<file path="src/evtimer_pkg.sv">
// Constants, register map and field layout of the event-driven timer.
// Functional notes
// Main control bit 0 enables the timer; cleared keeps it inactive.
// Clock select: 0 peripheral clock, 1 half rate, 2 companion clock, 3 reserved.
// Run-in-standby keeps operating in standby, ignored with companion clock selected.
// Restart-with-companion restarts the counter when the companion counter restarts.
// Mode 0 periodic, 1 time-out, 6 single-shot, 7 eight-bit PWM.
// Modes 2..5 capture, frequency, pulse width, combined frequency and pulse width.
// Single-shot output rises at count start, or at event when immediate set.
// Initial-level bit gives the output starting state when output in use.
// Output gate 0 forces output low; 1 passes mode-dependent value.
// Filter bit enables four-sample noise canceller before edge detection.
// Periodic mode ignores event edges of both polarities.
// Capture mode: selected edge captures count and raises flag.
// Frequency mode: selected edge captures, clears, restarts, raises flag.
// Pulse-width mode: one edge restarts, opposite edge captures and flags.
// Combined mode: restart, capture on opposite edge, stop and flag on next.
// Time-out mode: one edge starts counter, opposite edge stops it.
// Single-shot: only selected edge starts counter, other ignored.
// Events act only while trigger-input-enable is set.
// Capture flag clears on write one or compare read in capture mode.
// Status counting flag reads one while running, zero when stopped.
package evtimer_pkg;
    localparam logic [3:0] OFF_MAIN    = 4'h0;
    localparam logic [3:0] OFF_MODE    = 4'h1;
    localparam logic [3:0] OFF_TRIG    = 4'h4;
    localparam logic [3:0] OFF_IRQEN   = 4'h5;
    localparam logic [3:0] OFF_IRQF    = 4'h6;
    localparam logic [3:0] OFF_STATUS  = 4'h7;
    localparam logic [3:0] OFF_HALT    = 4'h8;
    localparam logic [3:0] OFF_STAGE   = 4'h9;
    localparam logic [3:0] OFF_CNT     = 4'hA;
    localparam logic [3:0] OFF_CMP     = 4'hC;
    localparam logic [3:0] OFF_SYSCTL  = 4'hE;
    localparam int BIT_ENABLE   = 0;
    localparam int BIT_CLK_SRC  = 1;
    localparam int BIT_RESYNC   = 4;
    localparam int BIT_STBY_RUN = 6;
    localparam int BIT_IMMED    = 6;
    localparam int BIT_INIT     = 5;
    localparam int BIT_GATE     = 4;
    localparam int BIT_FILTER   = 6;
    localparam int BIT_EDGE     = 4;
    localparam int BIT_TRIGEN   = 0;
    localparam logic [7:0] RST_BYTE = 8'h00;
    localparam logic [1:0] CLK_FULL = 2'h0;
    localparam logic [1:0] CLK_HALF = 2'h1;
    localparam logic [1:0] CLK_COMP = 2'h2;
    localparam logic [2:0] M_PERIODIC = 3'h0;
    localparam logic [2:0] M_TIMEOUT  = 3'h1;
    localparam logic [2:0] M_CAPTURE  = 3'h2;
    localparam logic [2:0] M_FREQ     = 3'h3;
    localparam logic [2:0] M_PWIDTH   = 3'h4;
    localparam logic [2:0] M_FREQPW   = 3'h5;
    localparam logic [2:0] M_SINGLE   = 3'h6;
    localparam logic [2:0] M_PWM8     = 3'h7;
    localparam int FILTER_TAPS = 4;
    typedef enum logic [2:0] {
        CMB_IDLE = 3'b001,
        CMB_HIGH = 3'b010,
        CMB_LOW  = 3'b100
    } combined_e;
endpackage

</file>
<file path="src/evtimer.sv">
// Event-driven 16-bit timer with AXI4-Lite register access.
//
// The implementer's own choice: the AXI4-Lite slave port.
`timescale 1ns/10ps
module evtimer (
    input  wire logic        CORE_CLK_I,
    input  wire logic        RST_B_I,
    input  wire logic [5:0]  S_AXI_AWADDR_I,
    input  wire logic        S_AXI_AWVALID_I,
    output logic             S_AXI_AWREADY_O,
    input  wire logic [31:0] S_AXI_WDATA_I,
    input  wire logic [3:0]  S_AXI_WSTRB_I,
    input  wire logic        S_AXI_WVALID_I,
    output logic             S_AXI_WREADY_O,
    output logic [1:0]       S_AXI_BRESP_O,
    output logic             S_AXI_BVALID_O,
    input  wire logic        S_AXI_BREADY_I,
    input  wire logic [5:0]  S_AXI_ARADDR_I,
    input  wire logic        S_AXI_ARVALID_I,
    output logic             S_AXI_ARREADY_O,
    output logic [31:0]      S_AXI_RDATA_O,
    output logic [1:0]       S_AXI_RRESP_O,
    output logic             S_AXI_RVALID_O,
    input  wire logic        S_AXI_RREADY_I,
    input  wire logic        EVENT_I,
    input  wire logic        COMPANION_TICK_I,
    input  wire logic        COMPANION_RESTART_I,
    input  wire logic        STANDBY_I,
    input  wire logic        CPU_HALT_I,
    output logic             COMPARE_OUT_O,
    output logic             CAPTURE_STROBE_O,
    output logic             IRQ_REQ_O
);

    ////////////////////////////////////////////////////////////////////////
    // Register bus slave.

    logic [7:0]  main_ff, mode_ff, trig_ff, irqen_ff, halt_ff, stage_ff;
    logic        flag_ff;
    logic [15:0] cnt_ff, cmp_ff;
    logic        run_ff;
    logic        aw_ff, w_ff;
    logic [3:0]  awidx_ff;
    logic [7:0]  wbyte_ff;
    logic        wdone;
    logic        rd_go;
    logic [3:0]  ridx;
    logic [7:0]  rbyte;
    logic        map_ok_w, map_ok_r;

    // Registers are byte wide; each occupies one aligned word, low byte used.
    assign wdone = aw_ff & w_ff & ~S_AXI_BVALID_O;
    assign rd_go = S_AXI_ARVALID_I & ~S_AXI_RVALID_O;
    assign ridx  = S_AXI_ARADDR_I[5:2];

    // Index check, shared by both directions.
    function automatic logic mapped(input logic [3:0] idx);
        mapped = (idx <= evtimer_pkg::OFF_SYSCTL) && (idx != 4'h2) && (idx != 4'h3);
    endfunction
    assign map_ok_w = mapped(awidx_ff);
    assign map_ok_r = mapped(ridx);

    // Address and data are held separately so they may arrive in either order.
    always_ff @(posedge CORE_CLK_I or negedge RST_B_I) begin
        if (!RST_B_I) begin
            aw_ff    <= 1'b0;
            w_ff     <= 1'b0;
            awidx_ff <= 4'h0;
            wbyte_ff <= 8'h00;
        end else begin
            if (S_AXI_AWVALID_I && S_AXI_AWREADY_O) begin
                aw_ff    <= 1'b1;
                awidx_ff <= S_AXI_AWADDR_I[5:2];
            end else if (wdone) begin
                aw_ff <= 1'b0;
            end
            if (S_AXI_WVALID_I && S_AXI_WREADY_O) begin
                w_ff     <= 1'b1;
                wbyte_ff <= S_AXI_WSTRB_I[0] ? S_AXI_WDATA_I[7:0] : 8'h00;
            end else if (wdone) begin
                w_ff <= 1'b0;
            end
        end
    end

    // Ready flops and responses; a write answers one edge after both parts are taken.
    always_ff @(posedge CORE_CLK_I or negedge RST_B_I) begin
        if (!RST_B_I) begin
            S_AXI_AWREADY_O <= 1'b0;
            S_AXI_WREADY_O  <= 1'b0;
            S_AXI_BVALID_O  <= 1'b0;
            S_AXI_BRESP_O   <= 2'h0;
            S_AXI_ARREADY_O <= 1'b0;
            S_AXI_RVALID_O  <= 1'b0;
            S_AXI_RDATA_O   <= 32'h0000_0000;
            S_AXI_RRESP_O   <= 2'h0;
        end else begin
            S_AXI_AWREADY_O <= ~aw_ff & ~S_AXI_AWREADY_O & S_AXI_AWVALID_I;
            S_AXI_WREADY_O  <= ~w_ff & ~S_AXI_WREADY_O & S_AXI_WVALID_I;
            if (wdone) begin
                S_AXI_BVALID_O <= 1'b1;
                S_AXI_BRESP_O  <= map_ok_w ? 2'h0 : 2'h2;
            end else if (S_AXI_BREADY_I) begin
                S_AXI_BVALID_O <= 1'b0;
            end
            S_AXI_ARREADY_O <= rd_go & ~S_AXI_ARREADY_O;
            if (rd_go && S_AXI_ARREADY_O) begin
                S_AXI_RVALID_O <= 1'b1;
                S_AXI_RDATA_O  <= {24'h00_0000, rbyte};
                S_AXI_RRESP_O  <= map_ok_r ? 2'h0 : 2'h2;
            end else if (S_AXI_RREADY_I) begin
                S_AXI_RVALID_O <= 1'b0;
            end
        end
    end

    // Read multiplexer; 16-bit registers read low byte at offset, high at +1.
    always_comb begin
        case (ridx)
            evtimer_pkg::OFF_MAIN:        rbyte = main_ff;
            evtimer_pkg::OFF_MODE:        rbyte = mode_ff;
            evtimer_pkg::OFF_TRIG:        rbyte = trig_ff;
            evtimer_pkg::OFF_IRQEN:       rbyte = irqen_ff;
            evtimer_pkg::OFF_IRQF:        rbyte = {7'h00, flag_ff};
            evtimer_pkg::OFF_STATUS:      rbyte = {7'h00, run_ff & en};
            evtimer_pkg::OFF_HALT:        rbyte = halt_ff;
            evtimer_pkg::OFF_STAGE:       rbyte = stage_ff;
            evtimer_pkg::OFF_CNT:         rbyte = cnt_ff[7:0];
            evtimer_pkg::OFF_CNT + 4'h1:  rbyte = cnt_ff[15:8];
            evtimer_pkg::OFF_CMP:         rbyte = cmp_ff[7:0];
            evtimer_pkg::OFF_CMP + 4'h1:  rbyte = cmp_ff[15:8];
            default:                      rbyte = 8'h00;
        endcase
    end

    ////////////////////////////////////////////////////////////////////////
    // Field decode.

    logic       en, trig_en, edge_sel, filt_en, immed, init_lvl, gate;
    logic [1:0] clk_src;
    logic [2:0] mode;
    logic       wr_hit;
    logic       capture_mode;
    logic       cmp_read;

    assign en        = main_ff[evtimer_pkg::BIT_ENABLE];
    assign clk_src   = main_ff[evtimer_pkg::BIT_CLK_SRC +: 2];
    assign mode      = mode_ff[2:0];
    assign immed     = mode_ff[evtimer_pkg::BIT_IMMED];
    assign init_lvl  = mode_ff[evtimer_pkg::BIT_INIT];
    assign gate      = mode_ff[evtimer_pkg::BIT_GATE];
    assign filt_en   = trig_ff[evtimer_pkg::BIT_FILTER];
    assign edge_sel  = trig_ff[evtimer_pkg::BIT_EDGE];
    assign trig_en   = trig_ff[evtimer_pkg::BIT_TRIGEN];
    assign capture_mode = (mode >= evtimer_pkg::M_CAPTURE) && (mode <= evtimer_pkg::M_FREQPW);
    assign cmp_read  = rd_go & S_AXI_ARREADY_O &
                       ((ridx == evtimer_pkg::OFF_CMP) || (ridx == evtimer_pkg::OFF_CMP + 4'h1));

    function automatic logic wr_at(input logic [3:0] a, input logic [3:0] b, input logic go);
        wr_at = go && (a == b);
    endfunction
    assign wr_hit = wdone;

    ////////////////////////////////////////////////////////////////////////
    // Event input: three-flop synchroniser, optional filter, edge detect.

    logic [2:0] sync_ff;
    logic       stable;
    logic [3:0] hist_ff;
    logic       lvl_ff;
    logic       nxt_lvl;
    logic       rise, fall;

    // The third flop agreeing with the second marks a settled input.
    assign stable = (sync_ff[1] == sync_ff[2]);
    // Filter accepts a level only after four equal samples; adds latency.
    assign nxt_lvl = filt_en ? ((&hist_ff) ? 1'b1 : ((|hist_ff) ? lvl_ff : 1'b0))
                             : (stable ? sync_ff[2] : lvl_ff);
    assign rise = nxt_lvl & ~lvl_ff;
    assign fall = ~nxt_lvl & lvl_ff;

    always_ff @(posedge CORE_CLK_I or negedge RST_B_I) begin
        if (!RST_B_I) begin
            sync_ff <= 3'h0;
            hist_ff <= 4'h0;
            lvl_ff  <= 1'b0;
        end else begin
            sync_ff <= {sync_ff[1:0], EVENT_I};
            if (stable) begin
                hist_ff <= {hist_ff[2:0], sync_ff[2]};
            end
            lvl_ff <= nxt_lvl;
        end
    end

    ////////////////////////////////////////////////////////////////////////
    // Clock enable and active gating.

    logic half_ff;
    logic active;
    logic tick;

    // Standby stops the unit unless run-in-standby; companion clock ignores it.
    assign active = en & ~(STANDBY_I & ~(main_ff[evtimer_pkg::BIT_STBY_RUN] &
                    (clk_src != evtimer_pkg::CLK_COMP))) &
                    ~(CPU_HALT_I & ~halt_ff[0]);
    assign tick = active & ((clk_src == evtimer_pkg::CLK_FULL) |
                            ((clk_src == evtimer_pkg::CLK_HALF) & half_ff) |
                            ((clk_src == evtimer_pkg::CLK_COMP) & COMPANION_TICK_I));

    always_ff @(posedge CORE_CLK_I or negedge RST_B_I) begin
        if (!RST_B_I) begin
            half_ff <= 1'b0;
        end else begin
            half_ff <= en ? ~half_ff : 1'b0;
        end
    end

    ////////////////////////////////////////////////////////////////////////
    // Mode engine.

    logic       ev_on;
    logic       pos, neg;
    logic [7:0] cmp_lo, cmp_hi;
    logic       at_top;
    evtimer_pkg::combined_e cmb_ff;
    logic       restart, capture, stop, start, set_flag;
    logic       out_ff;

    // Events act only when enabled and never in periodic or PWM mode.
    assign ev_on = active & trig_en & (mode != evtimer_pkg::M_PERIODIC) &
                   (mode != evtimer_pkg::M_PWM8);
    assign pos = ev_on & (edge_sel ? fall : rise);
    assign neg = ev_on & (edge_sel ? rise : fall);
    assign cmp_lo = cmp_ff[7:0];
    assign cmp_hi = cmp_ff[15:8];
    assign at_top = (mode == evtimer_pkg::M_PWM8) ? (cnt_ff[7:0] >= cmp_lo) : (cnt_ff >= cmp_ff);

    // Per-mode edge actions.
    always_comb begin
        restart = 1'b0;
        capture = 1'b0;
        stop    = 1'b0;
        start   = 1'b0;
        case (mode)
            evtimer_pkg::M_TIMEOUT: begin
                start = pos;
                stop  = neg;
            end
            evtimer_pkg::M_CAPTURE: begin
                capture = pos;
            end
            evtimer_pkg::M_FREQ: begin
                capture = pos;
                restart = pos;
            end
            evtimer_pkg::M_PWIDTH: begin
                restart = pos;
                capture = neg;
            end
            evtimer_pkg::M_FREQPW: begin
                restart = pos & (cmb_ff == evtimer_pkg::CMB_IDLE) & ~flag_ff;
                capture = neg & (cmb_ff == evtimer_pkg::CMB_HIGH);
                stop    = pos & (cmb_ff == evtimer_pkg::CMB_LOW);
            end
            evtimer_pkg::M_SINGLE: begin
                start = pos & ~run_ff;
            end
            default: begin
                start = 1'b0;
            end
        endcase
    end

    // Flag sources: captures, combined stop, top in counting modes.
    assign set_flag = (capture & (mode != evtimer_pkg::M_FREQPW)) |
                      (stop & (mode == evtimer_pkg::M_FREQPW)) |
                      (tick & run_ff & at_top & ~capture_mode);

    // Combined mode sequencer.
    always_ff @(posedge CORE_CLK_I or negedge RST_B_I) begin
        if (!RST_B_I) begin
            cmb_ff <= evtimer_pkg::CMB_IDLE;
        end else if (mode != evtimer_pkg::M_FREQPW || !en) begin
            cmb_ff <= evtimer_pkg::CMB_IDLE;
        end else begin
            case (cmb_ff)
                evtimer_pkg::CMB_IDLE: if (restart) cmb_ff <= evtimer_pkg::CMB_HIGH;
                evtimer_pkg::CMB_HIGH: if (capture) cmb_ff <= evtimer_pkg::CMB_LOW;
                evtimer_pkg::CMB_LOW:  if (stop)    cmb_ff <= evtimer_pkg::CMB_IDLE;
                default:               cmb_ff <= evtimer_pkg::CMB_IDLE;
            endcase
        end
    end

    // Counter, run state and capture; software writes win over counting.
    // A low-byte write only stages; the high byte commits both, so no torn value is seen.
    always_ff @(posedge CORE_CLK_I or negedge RST_B_I) begin
        if (!RST_B_I) begin
            cnt_ff <= 16'h0000;
            cmp_ff <= 16'h0000;
            run_ff <= 1'b0;
        end else begin
            if (!en) begin
                run_ff <= (mode != evtimer_pkg::M_TIMEOUT) && (mode != evtimer_pkg::M_SINGLE);
            end else if (start || restart) begin
                run_ff <= 1'b1;
            end else if (stop || (tick && at_top && mode == evtimer_pkg::M_SINGLE)) begin
                run_ff <= 1'b0;
            end
            if (wr_at(awidx_ff, evtimer_pkg::OFF_CNT + 4'h1, wr_hit)) begin
                cnt_ff <= {wbyte_ff, stage_ff};
            end else if (restart || start || (main_ff[evtimer_pkg::BIT_RESYNC] &&
                         COMPANION_RESTART_I && en)) begin
                cnt_ff <= 16'h0000;
            end else if (tick && run_ff) begin
                cnt_ff <= (at_top && !capture_mode) ? 16'h0000 : cnt_ff + 16'h0001;
            end
            if (wr_at(awidx_ff, evtimer_pkg::OFF_CMP + 4'h1, wr_hit)) begin
                cmp_ff <= {wbyte_ff, stage_ff};
            end else if (capture) begin
                cmp_ff <= cnt_ff;
            end
        end
    end

    // Control registers, staging byte and sticky flag (set wins over clear).
    always_ff @(posedge CORE_CLK_I or negedge RST_B_I) begin
        if (!RST_B_I) begin
            main_ff  <= evtimer_pkg::RST_BYTE;
            mode_ff  <= evtimer_pkg::RST_BYTE;
            trig_ff  <= evtimer_pkg::RST_BYTE;
            irqen_ff <= evtimer_pkg::RST_BYTE;
            halt_ff  <= evtimer_pkg::RST_BYTE;
            stage_ff <= evtimer_pkg::RST_BYTE;
            flag_ff  <= 1'b0;
        end else begin
            if (wr_at(awidx_ff, evtimer_pkg::OFF_MAIN, wr_hit))  main_ff  <= wbyte_ff & 8'h57;
            if (wr_at(awidx_ff, evtimer_pkg::OFF_MODE, wr_hit))  mode_ff  <= wbyte_ff & 8'h77;
            if (wr_at(awidx_ff, evtimer_pkg::OFF_TRIG, wr_hit))  trig_ff  <= wbyte_ff & 8'h51;
            if (wr_at(awidx_ff, evtimer_pkg::OFF_IRQEN, wr_hit)) irqen_ff <= wbyte_ff & 8'h01;
            if (wr_at(awidx_ff, evtimer_pkg::OFF_HALT, wr_hit))  halt_ff  <= wbyte_ff & 8'h01;
            if (wr_at(awidx_ff, evtimer_pkg::OFF_STAGE, wr_hit) ||
                wr_at(awidx_ff, evtimer_pkg::OFF_CNT, wr_hit) ||
                wr_at(awidx_ff, evtimer_pkg::OFF_CMP, wr_hit)) begin
                stage_ff <= wbyte_ff;
            end
            if (set_flag) begin
                flag_ff <= 1'b1;
            end else if ((wr_at(awidx_ff, evtimer_pkg::OFF_IRQF, wr_hit) && wbyte_ff[0]) ||
                         (cmp_read && capture_mode)) begin
                flag_ff <= 1'b0;
            end
        end
    end

    ////////////////////////////////////////////////////////////////////////
    // Output shaping.

    logic nxt_out;

    // Single-shot rises at start or at event; PWM compares; else initial level.
    always_comb begin
        case (mode)
            evtimer_pkg::M_SINGLE: nxt_out = (immed & ev_on & (edge_sel ? fall : rise)) |
                                              start | (run_ff & ~(tick & at_top) & out_ff);
            evtimer_pkg::M_PWM8:   nxt_out = en & (cnt_ff[7:0] < cmp_hi) & (cmp_lo != 8'h00);
            default:               nxt_out = init_lvl;
        endcase
    end

    always_ff @(posedge CORE_CLK_I or negedge RST_B_I) begin
        if (!RST_B_I) begin
            out_ff           <= 1'b0;
            COMPARE_OUT_O    <= 1'b0;
            CAPTURE_STROBE_O <= 1'b0;
            IRQ_REQ_O        <= 1'b0;
        end else begin
            out_ff           <= nxt_out;
            COMPARE_OUT_O    <= gate & nxt_out;
            CAPTURE_STROBE_O <= set_flag;
            IRQ_REQ_O        <= (flag_ff | set_flag) & irqen_ff[0];
        end
    end

    ////////////////////////////////////////////////////////////////////////
    // Checks.

    property p_gate;
        @(posedge CORE_CLK_I) disable iff (!RST_B_I) !gate |=> !COMPARE_OUT_O;
    endproperty
    a_gate: assert property (p_gate) else $error("Output not forced low.");

    property p_periodic;
        @(posedge CORE_CLK_I) disable iff (!RST_B_I)
            (mode == evtimer_pkg::M_PERIODIC) |-> !capture && !restart;
    endproperty
    a_periodic: assert property (p_periodic) else $error("Edge acted in periodic.");

    property p_trig;
        @(posedge CORE_CLK_I) disable iff (!RST_B_I) !trig_en |-> !capture && !start;
    endproperty
    a_trig: assert property (p_trig) else $error("Event acted while disabled.");

    property p_capture_val;
        @(posedge CORE_CLK_I) disable iff (!RST_B_I)
            capture && !wr_hit |=> cmp_ff == $past(cnt_ff);
    endproperty
    a_capture_val: assert property (p_capture_val) else $error("Capture value wrong.");

    property p_flag;
        @(posedge CORE_CLK_I) disable iff (!RST_B_I) set_flag |=> flag_ff && CAPTURE_STROBE_O;
    endproperty
    a_flag: assert property (p_flag) else $error("Flag not set.");

    property p_freq;
        @(posedge CORE_CLK_I) disable iff (!RST_B_I)
            (mode == evtimer_pkg::M_FREQ) && capture && !wr_hit |=> cnt_ff == 16'h0000;
    endproperty
    a_freq: assert property (p_freq) else $error("Counter not restarted.");

    property p_off;
        @(posedge CORE_CLK_I) disable iff (!RST_B_I) !en |-> !tick;
    endproperty
    a_off: assert property (p_off) else $error("Counting while disabled.");

    property p_start;
        @(posedge CORE_CLK_I) disable iff (!RST_B_I) en && start |=> run_ff;
    endproperty
    a_start: assert property (p_start) else $error("Run not set on start.");

endmodule

</file>
<file path="config.mk">
export PLATFORM = sky130hd
export DESIGN_NAME = evtimer
export DESIGN_NICKNAME = d
export VERILOG_FILES = /design/src/evtimer_pkg.sv /design/src/evtimer.sv
export SDC_FILE = /design/constraint.sdc
export NUM_CORES = 1
export LEC_CHECK = 0
export ABC_AREA = 1
export CAP_MARGIN = 25
export CORE_ASPECT_RATIO = 0.7
export CORE_UTILIZATION = 46
export DETAILED_ROUTE_END_ITERATION = 10
export DONT_BUFFER_PORTS = 1
export PLACE_DENSITY = 0.68
export SYNTH_ARGS = -nofsm -noshare
export SYNTH_HDL_FRONTEND = slang
export SYNTH_SLANG_ARGS = --single-unit
</file>
<file path="constraint.sdc">
create_clock -name CORE_CLK_I -period 2.2 [get_ports CORE_CLK_I]
set_input_delay 0.33 -clock CORE_CLK_I [delete_from_list [all_inputs] [get_ports CORE_CLK_I]]
set_output_delay 0.33 -clock CORE_CLK_I [all_outputs]
set_load 0.02 [all_outputs]
</file>
# == Word-level counts from Yosys, hierarchy flattened ==
# Cells that the tools add are included.
# W data, S select, Z words.
# word_totals
register_bits,105
latch_bits,0
mem_bits_rw,0
rom_bits,0
in_bits,60
elab_cells,251
mem_count,0
# classes
add_sub_neg,1
mul,0
div_mod_pow,0
order_cmp,7
n_eq_ne,47
n_shift,0
n_mux,40
bitwise_logic,70
n_reduce_logical,55
# op_table
operator,count
$mux W16,6
$pmux W8 S12,1
$eq A4 B4 Y1 const B,12
$and A1 B1 Y1,45
$eq A4 B3 Y1 const B,7
$logic_and A1 B1 Y1,28
$mux W1,20
$not A1 Y1,18
$add A16 B1 Y16 const B,1
$ge A16 B16 Y1,1
$ne A4 B2 Y1 const B,4
$eq A3 B3 Y1 const B,5
$mux W3,4
$reduce_bool A2 Y1,6
$eq A3 B2 Y1 const B,3
$ne A3 B2 Y1 const B,3
$ne A3 B3 Y1 const B,3
$pmux W3 S3,1
$eq A4 B1 Y1 const B,2
$ge A8 B8 Y1,1
$le A4 B4 Y1 const B,2
$logic_not A4 Y1,2
$logic_or A1 B1 Y1,8
$lt A8 B8 Y1,1
other kinds (21),36

# == Logic depth before layout (Yosys ltp) ==
# depth
depth_word,18
mapped_depth,16
ltp_nobuf,16

# == Least setup slack after synthesis ==
# No wires, ideal clock.
# synth_path
path_kind,register -> register
startpoint,register cnt_ff[7]
endpoint,register cnt_ff[10]
setup_ns,0.116
arrival_ns,1.758
required_time_ns,2.084
slack_ns,0.326
path_stages_with_launch,14
synth_period_minus_slack_ns,1.874
path_cell_list,dfrtp_1 -> ha_1 -> nand2_1 -> nor2_1 -> nand4_1 -> nand3_1 -> nand2_1 -> nand2_1 -> nand2_1 -> buf_2 -> nand4_1 -> nand2_1 -> nand2_1 -> nand2_1
# synth_between
elab_chain_cells,7
# synth_lines
item,line,text
start: declaration,evtimer.sv:40,"logic [15:0] cnt_ff, cmp_ff;"
start signal: assignment,evtimer.sv:312,"cnt_ff <= {wbyte_ff, stage_ff};"
start signal: assignment,evtimer.sv:317,cnt_ff <= (at_top && !capture_mode) ? 16'h0000 : cnt_ff + 16'h0001;
$ge A16 B16 Y1 / $ge A8 B8 Y1 (equally long branches),evtimer.sv:237,assign at_top = (mode == evtimer_pkg::M_PWM8) ? (cnt_ff[7:0] >= cmp_lo) : (cnt_ff >= cmp_ff);
$mux W1,evtimer.sv:237,
$logic_and A1 B1 Y1,evtimer.sv:317,
$mux W16 (*),evtimer.sv:317,
$mux W16 (*),evtimer.sv:316,end else if (tick && run_ff) begin
$mux W16 (*),evtimer.sv:313,end else if (restart || start || (main_ff[evtimer_pkg::BIT_RESYNC] &&
$mux W16 (*),evtimer.sv:311,"if (wr_at(awidx_ff, evtimer_pkg::OFF_CNT + 4'h1, wr_hit)) begin"
# Every way passes the cells marked *; elsewhere a longest branch is shown, timed or not. The select of a mux whose other input is x is not followed.
# A chain may end at the register's enable or synchronous reset.

# == Worst setup path after layout ==
# layout_path
startpoint,register cnt_ff[9]
endpoint,register cnt_ff[0]
# layout_between
elab_chain_cells,7
# layout_lines
item,line
$ge A16 B16 Y1,evtimer.sv:237
$mux W1,evtimer.sv:237
$logic_and A1 B1 Y1,evtimer.sv:317
$mux W16,evtimer.sv:317
$mux W16,evtimer.sv:316
$mux W16,evtimer.sv:313
$mux W16,evtimer.sv:311
# Every way passes these cells. The select of a mux whose other input is x is not followed.

==> metrics.csv <==
metric,value,unit
dp_hpwl,12.82,mm
drtPass1Iterations,5,
avgSynthCellArea,7.458,um2
grt_usage,25.72,%
post-route-period-util,93.39,%
routed_wl,17.17,mm
fin_util,52.45,%
synth-async-reset-ratio,100.0,%
peakVddDrop,0.6784,mV
fin_total_pwr,5926,uW
netlist.area_leader.share,40.50,%
io_buffers,0,
end_kind,flop,
drtIter0Drc,555,
final-setup-viol-count,0,
hold_buffers,1,
path_max_fanout,16,
cp-start-kind,flop,
crit_top_cell,nand2_1,
synthTopCellsByCount,"nand2_1 (267), dfrtp_1 (102), inv_1 (98)",
clk_latency,350,ps
syn_area,6302,um2
cts_buffer_depth,2,
syn_inst,845,
rr_worst_depth,13,
yosysUniqueCellTypes,47,
yosysWarnings,0,
period_minus_slack,2055,ps
cts-buffers-inserted,9,
r2r-start,cnt_ff[9],
outcome,"finished, violations left",
die_y,99.93,um
synth.ff_latch_count,103,
cp_top_family,simple AND/OR/NAND/NOR gates,
routedWlPerCell,16.12,um
fp.coreArea,13270,um2
cts.sinks,103,
violations,negative hold slack,
ant_nets,0,
finalSetupTns,0,ps
yosysSeqAreaShare,40.92,%
vias,5699,
timing.rr.end,cnt_ff[0],
worst_hold_slack,-330.9,ps
fin_nets,959,
grt_max_degree,104,
drc,0,
drive_gt1_share,8.409,%
area_delta_synth_final,10.42,%
synth.most_common_cell,nand2_1,
worst_hold_path_type,in -> async,
fill_cells,1306,
rsz0062_at_grt,false,
layout.area.seq,2579,um2
ys_top_cells_by_area,"dfrtp_1 (41%), nand2_1 (16%), inv_1 (5.8%), o21ai_0 (5.2%), ha_1 (4.8%)",
grt_pass1_wl,27.70,mm
viasPerCell,5.351,
die-area,14180,um2
io_pins,104,
cp_slowest_cell,dfrtp_1,
max_stage_delay,390,ps
gp_congestion,0.9373,
crit_buf_inv,1,
start_util,47.50,%
root_buffer,clkbuf_16,
power_density,851.6,nW/um2
crit_chain,"ha_1, a21oi_1, o21ai_0, nand2_1, nand3_1, nand2_1, nand2_1, nand2_1, buf_12, nand4_1, nand2_1, nand2_1, nand2_1",
hold_violations,103,
worstSetupPathType,reg -> reg,
leakage,0.003563,uW
dieWidth,141.9,um
cts_tree,yes,
grt.overflow.total,0,
fmax,486.7,MHz
antenna_found_initial,1,
cp.required,2490,ps
finClkSkew,12.56,ps
synth_edf_count,0,
arrival,2350,ps
num_rows,35,
htreeDepth,3,
maxCapViolCount,0,
netlist.top_cell.by_area,dfrtp_1,
grt_pass1_vias,5148,
antenna_cells,0,
multi_input_area,3119,um2
worst_slew_pin_slew,544.3,ps
synth_ff_type,dfrtp_1,
max-slew-margin-rel,63.63,%
drv_slew,0,
clkTransAtPathRegs,80,ps
rrSetupSlack,150,ps
==> routing by layer <==
metal	global-route usage, %	up-vias	wire length [um]
li1	-	2767	-
met1	40.48	2654	8558
met2	34.10	260	6551
met3	7.490	18	1877
met4	5.211	0	184
met5	0	-	0
==> placed cells by master (no fill, tap or decap), types with 4 or more instances in the layout <==
cell	synthesis	routed
nor3_1	4	4
o221ai_1	4	4
conb_1	1	26
o21ai_0	66	66
ha_1	24	24
xor2_1	12	12
inv_2	5	5
nand2_1	267	267
o22ai_1	10	10
nand3_1	37	37
o21ai_1	18	18
dfrtp_1	102	102
nand4_1	31	31
buf_4	28	36
inv_1	98	98
nor2_1	56	56
clkbuf_16	0	9
a21oi_1	22	22
==> worst max path at each step <==
stage	start	cells past startpoint	to	slack (ps)
after floorplan	cnt_ff[7]	13	cnt_ff[10]	330
after global placement	cnt_ff[15]	13	cnt_ff[11]	190
after detailed placement	cnt_ff[15]	13	cnt_ff[6]	200
after CTS	cnt_ff[15]	13	cnt_ff[0]	170
after global routing	cnt_ff[9]	13	cnt_ff[7]	20
final	cnt_ff[9]	13	cnt_ff[0]	150
==> where the power goes <==
| group | internal, uW | switching, uW |
|---|---|---|
| sequential | 2260 | 489 |
| combinational | 473 | 1000 |
| clock | 910 | 793 |
| total | 3640 | 2280 |
==> cell families after synthesis <==
logic type / Yosys count / synth area share, %
simple gates: 411 / 28.21
buf+inv: 149 / 11.08
compound gates: 142 / 12.85
flops: 103 / 40.92
fa+ha+maj: 24 / 4.765
xor+xnor: 14 / 1.946
other cells: 1 / 0.05950
mux: 1 / 0.1787
==> area by class of cell <==
| class | count | share of cell area, % |
|---|---|---|
| Multi-Input combinational cell | 618 | 44.82 |
| Sequential cell | 103 | 37.05 |
| Inverter | 104 | 5.681 |
| Timing Repair Buffer | 39 | 4.603 |
| Tap cell | 185 | 3.326 |
| Clock buffer | 9 | 3.236 |
| Clock inverter | 7 | 1.277 |
==> metrics by stage <==
stage          instance area (um2)  std cells  setup slack (ps)
2_1_floorplan                 6396        870             325.9
3_3_place_gp                  6635       1048             191.8
3_5_place_dp                  6635       1048             202.8
4_1_cts                       6959       1065             172.7
5_1_grt                       6959       1065             15.59
6_report                      6959       1065             145.5
==> flip-flops by register name, indices dropped and copies added (netlist names), 4 cells and up <==
name           cells
S_AXI_RDATA_O      8
awidx_ff           4
cmp_ff            16
cnt_ff            16
hist_ff            4
main_ff            5
mode_ff            6
stage_ff           8
wbyte_ff           8
==> worst reg2reg max path: cells and delay by family, from the launching register on <==
kind                     cells  cell delay [ps]
AND/OR/NAND/NOR              9              880
flip-flops                   1              390
adder cells (fa/ha/maj)      1              310
AO/OA/AOI/OAI                2              260
buffers and inverters        1              150
==> timing repair <==
item | CTS | global route
buffers inserted | 0 | 0
gates resized for setup | 0 | 1
endpoints found under the hold margin | 104 | 103
endpoints found under the setup margin | 0 | 1
No activity file was read; power rests on OpenSTA's default activity.
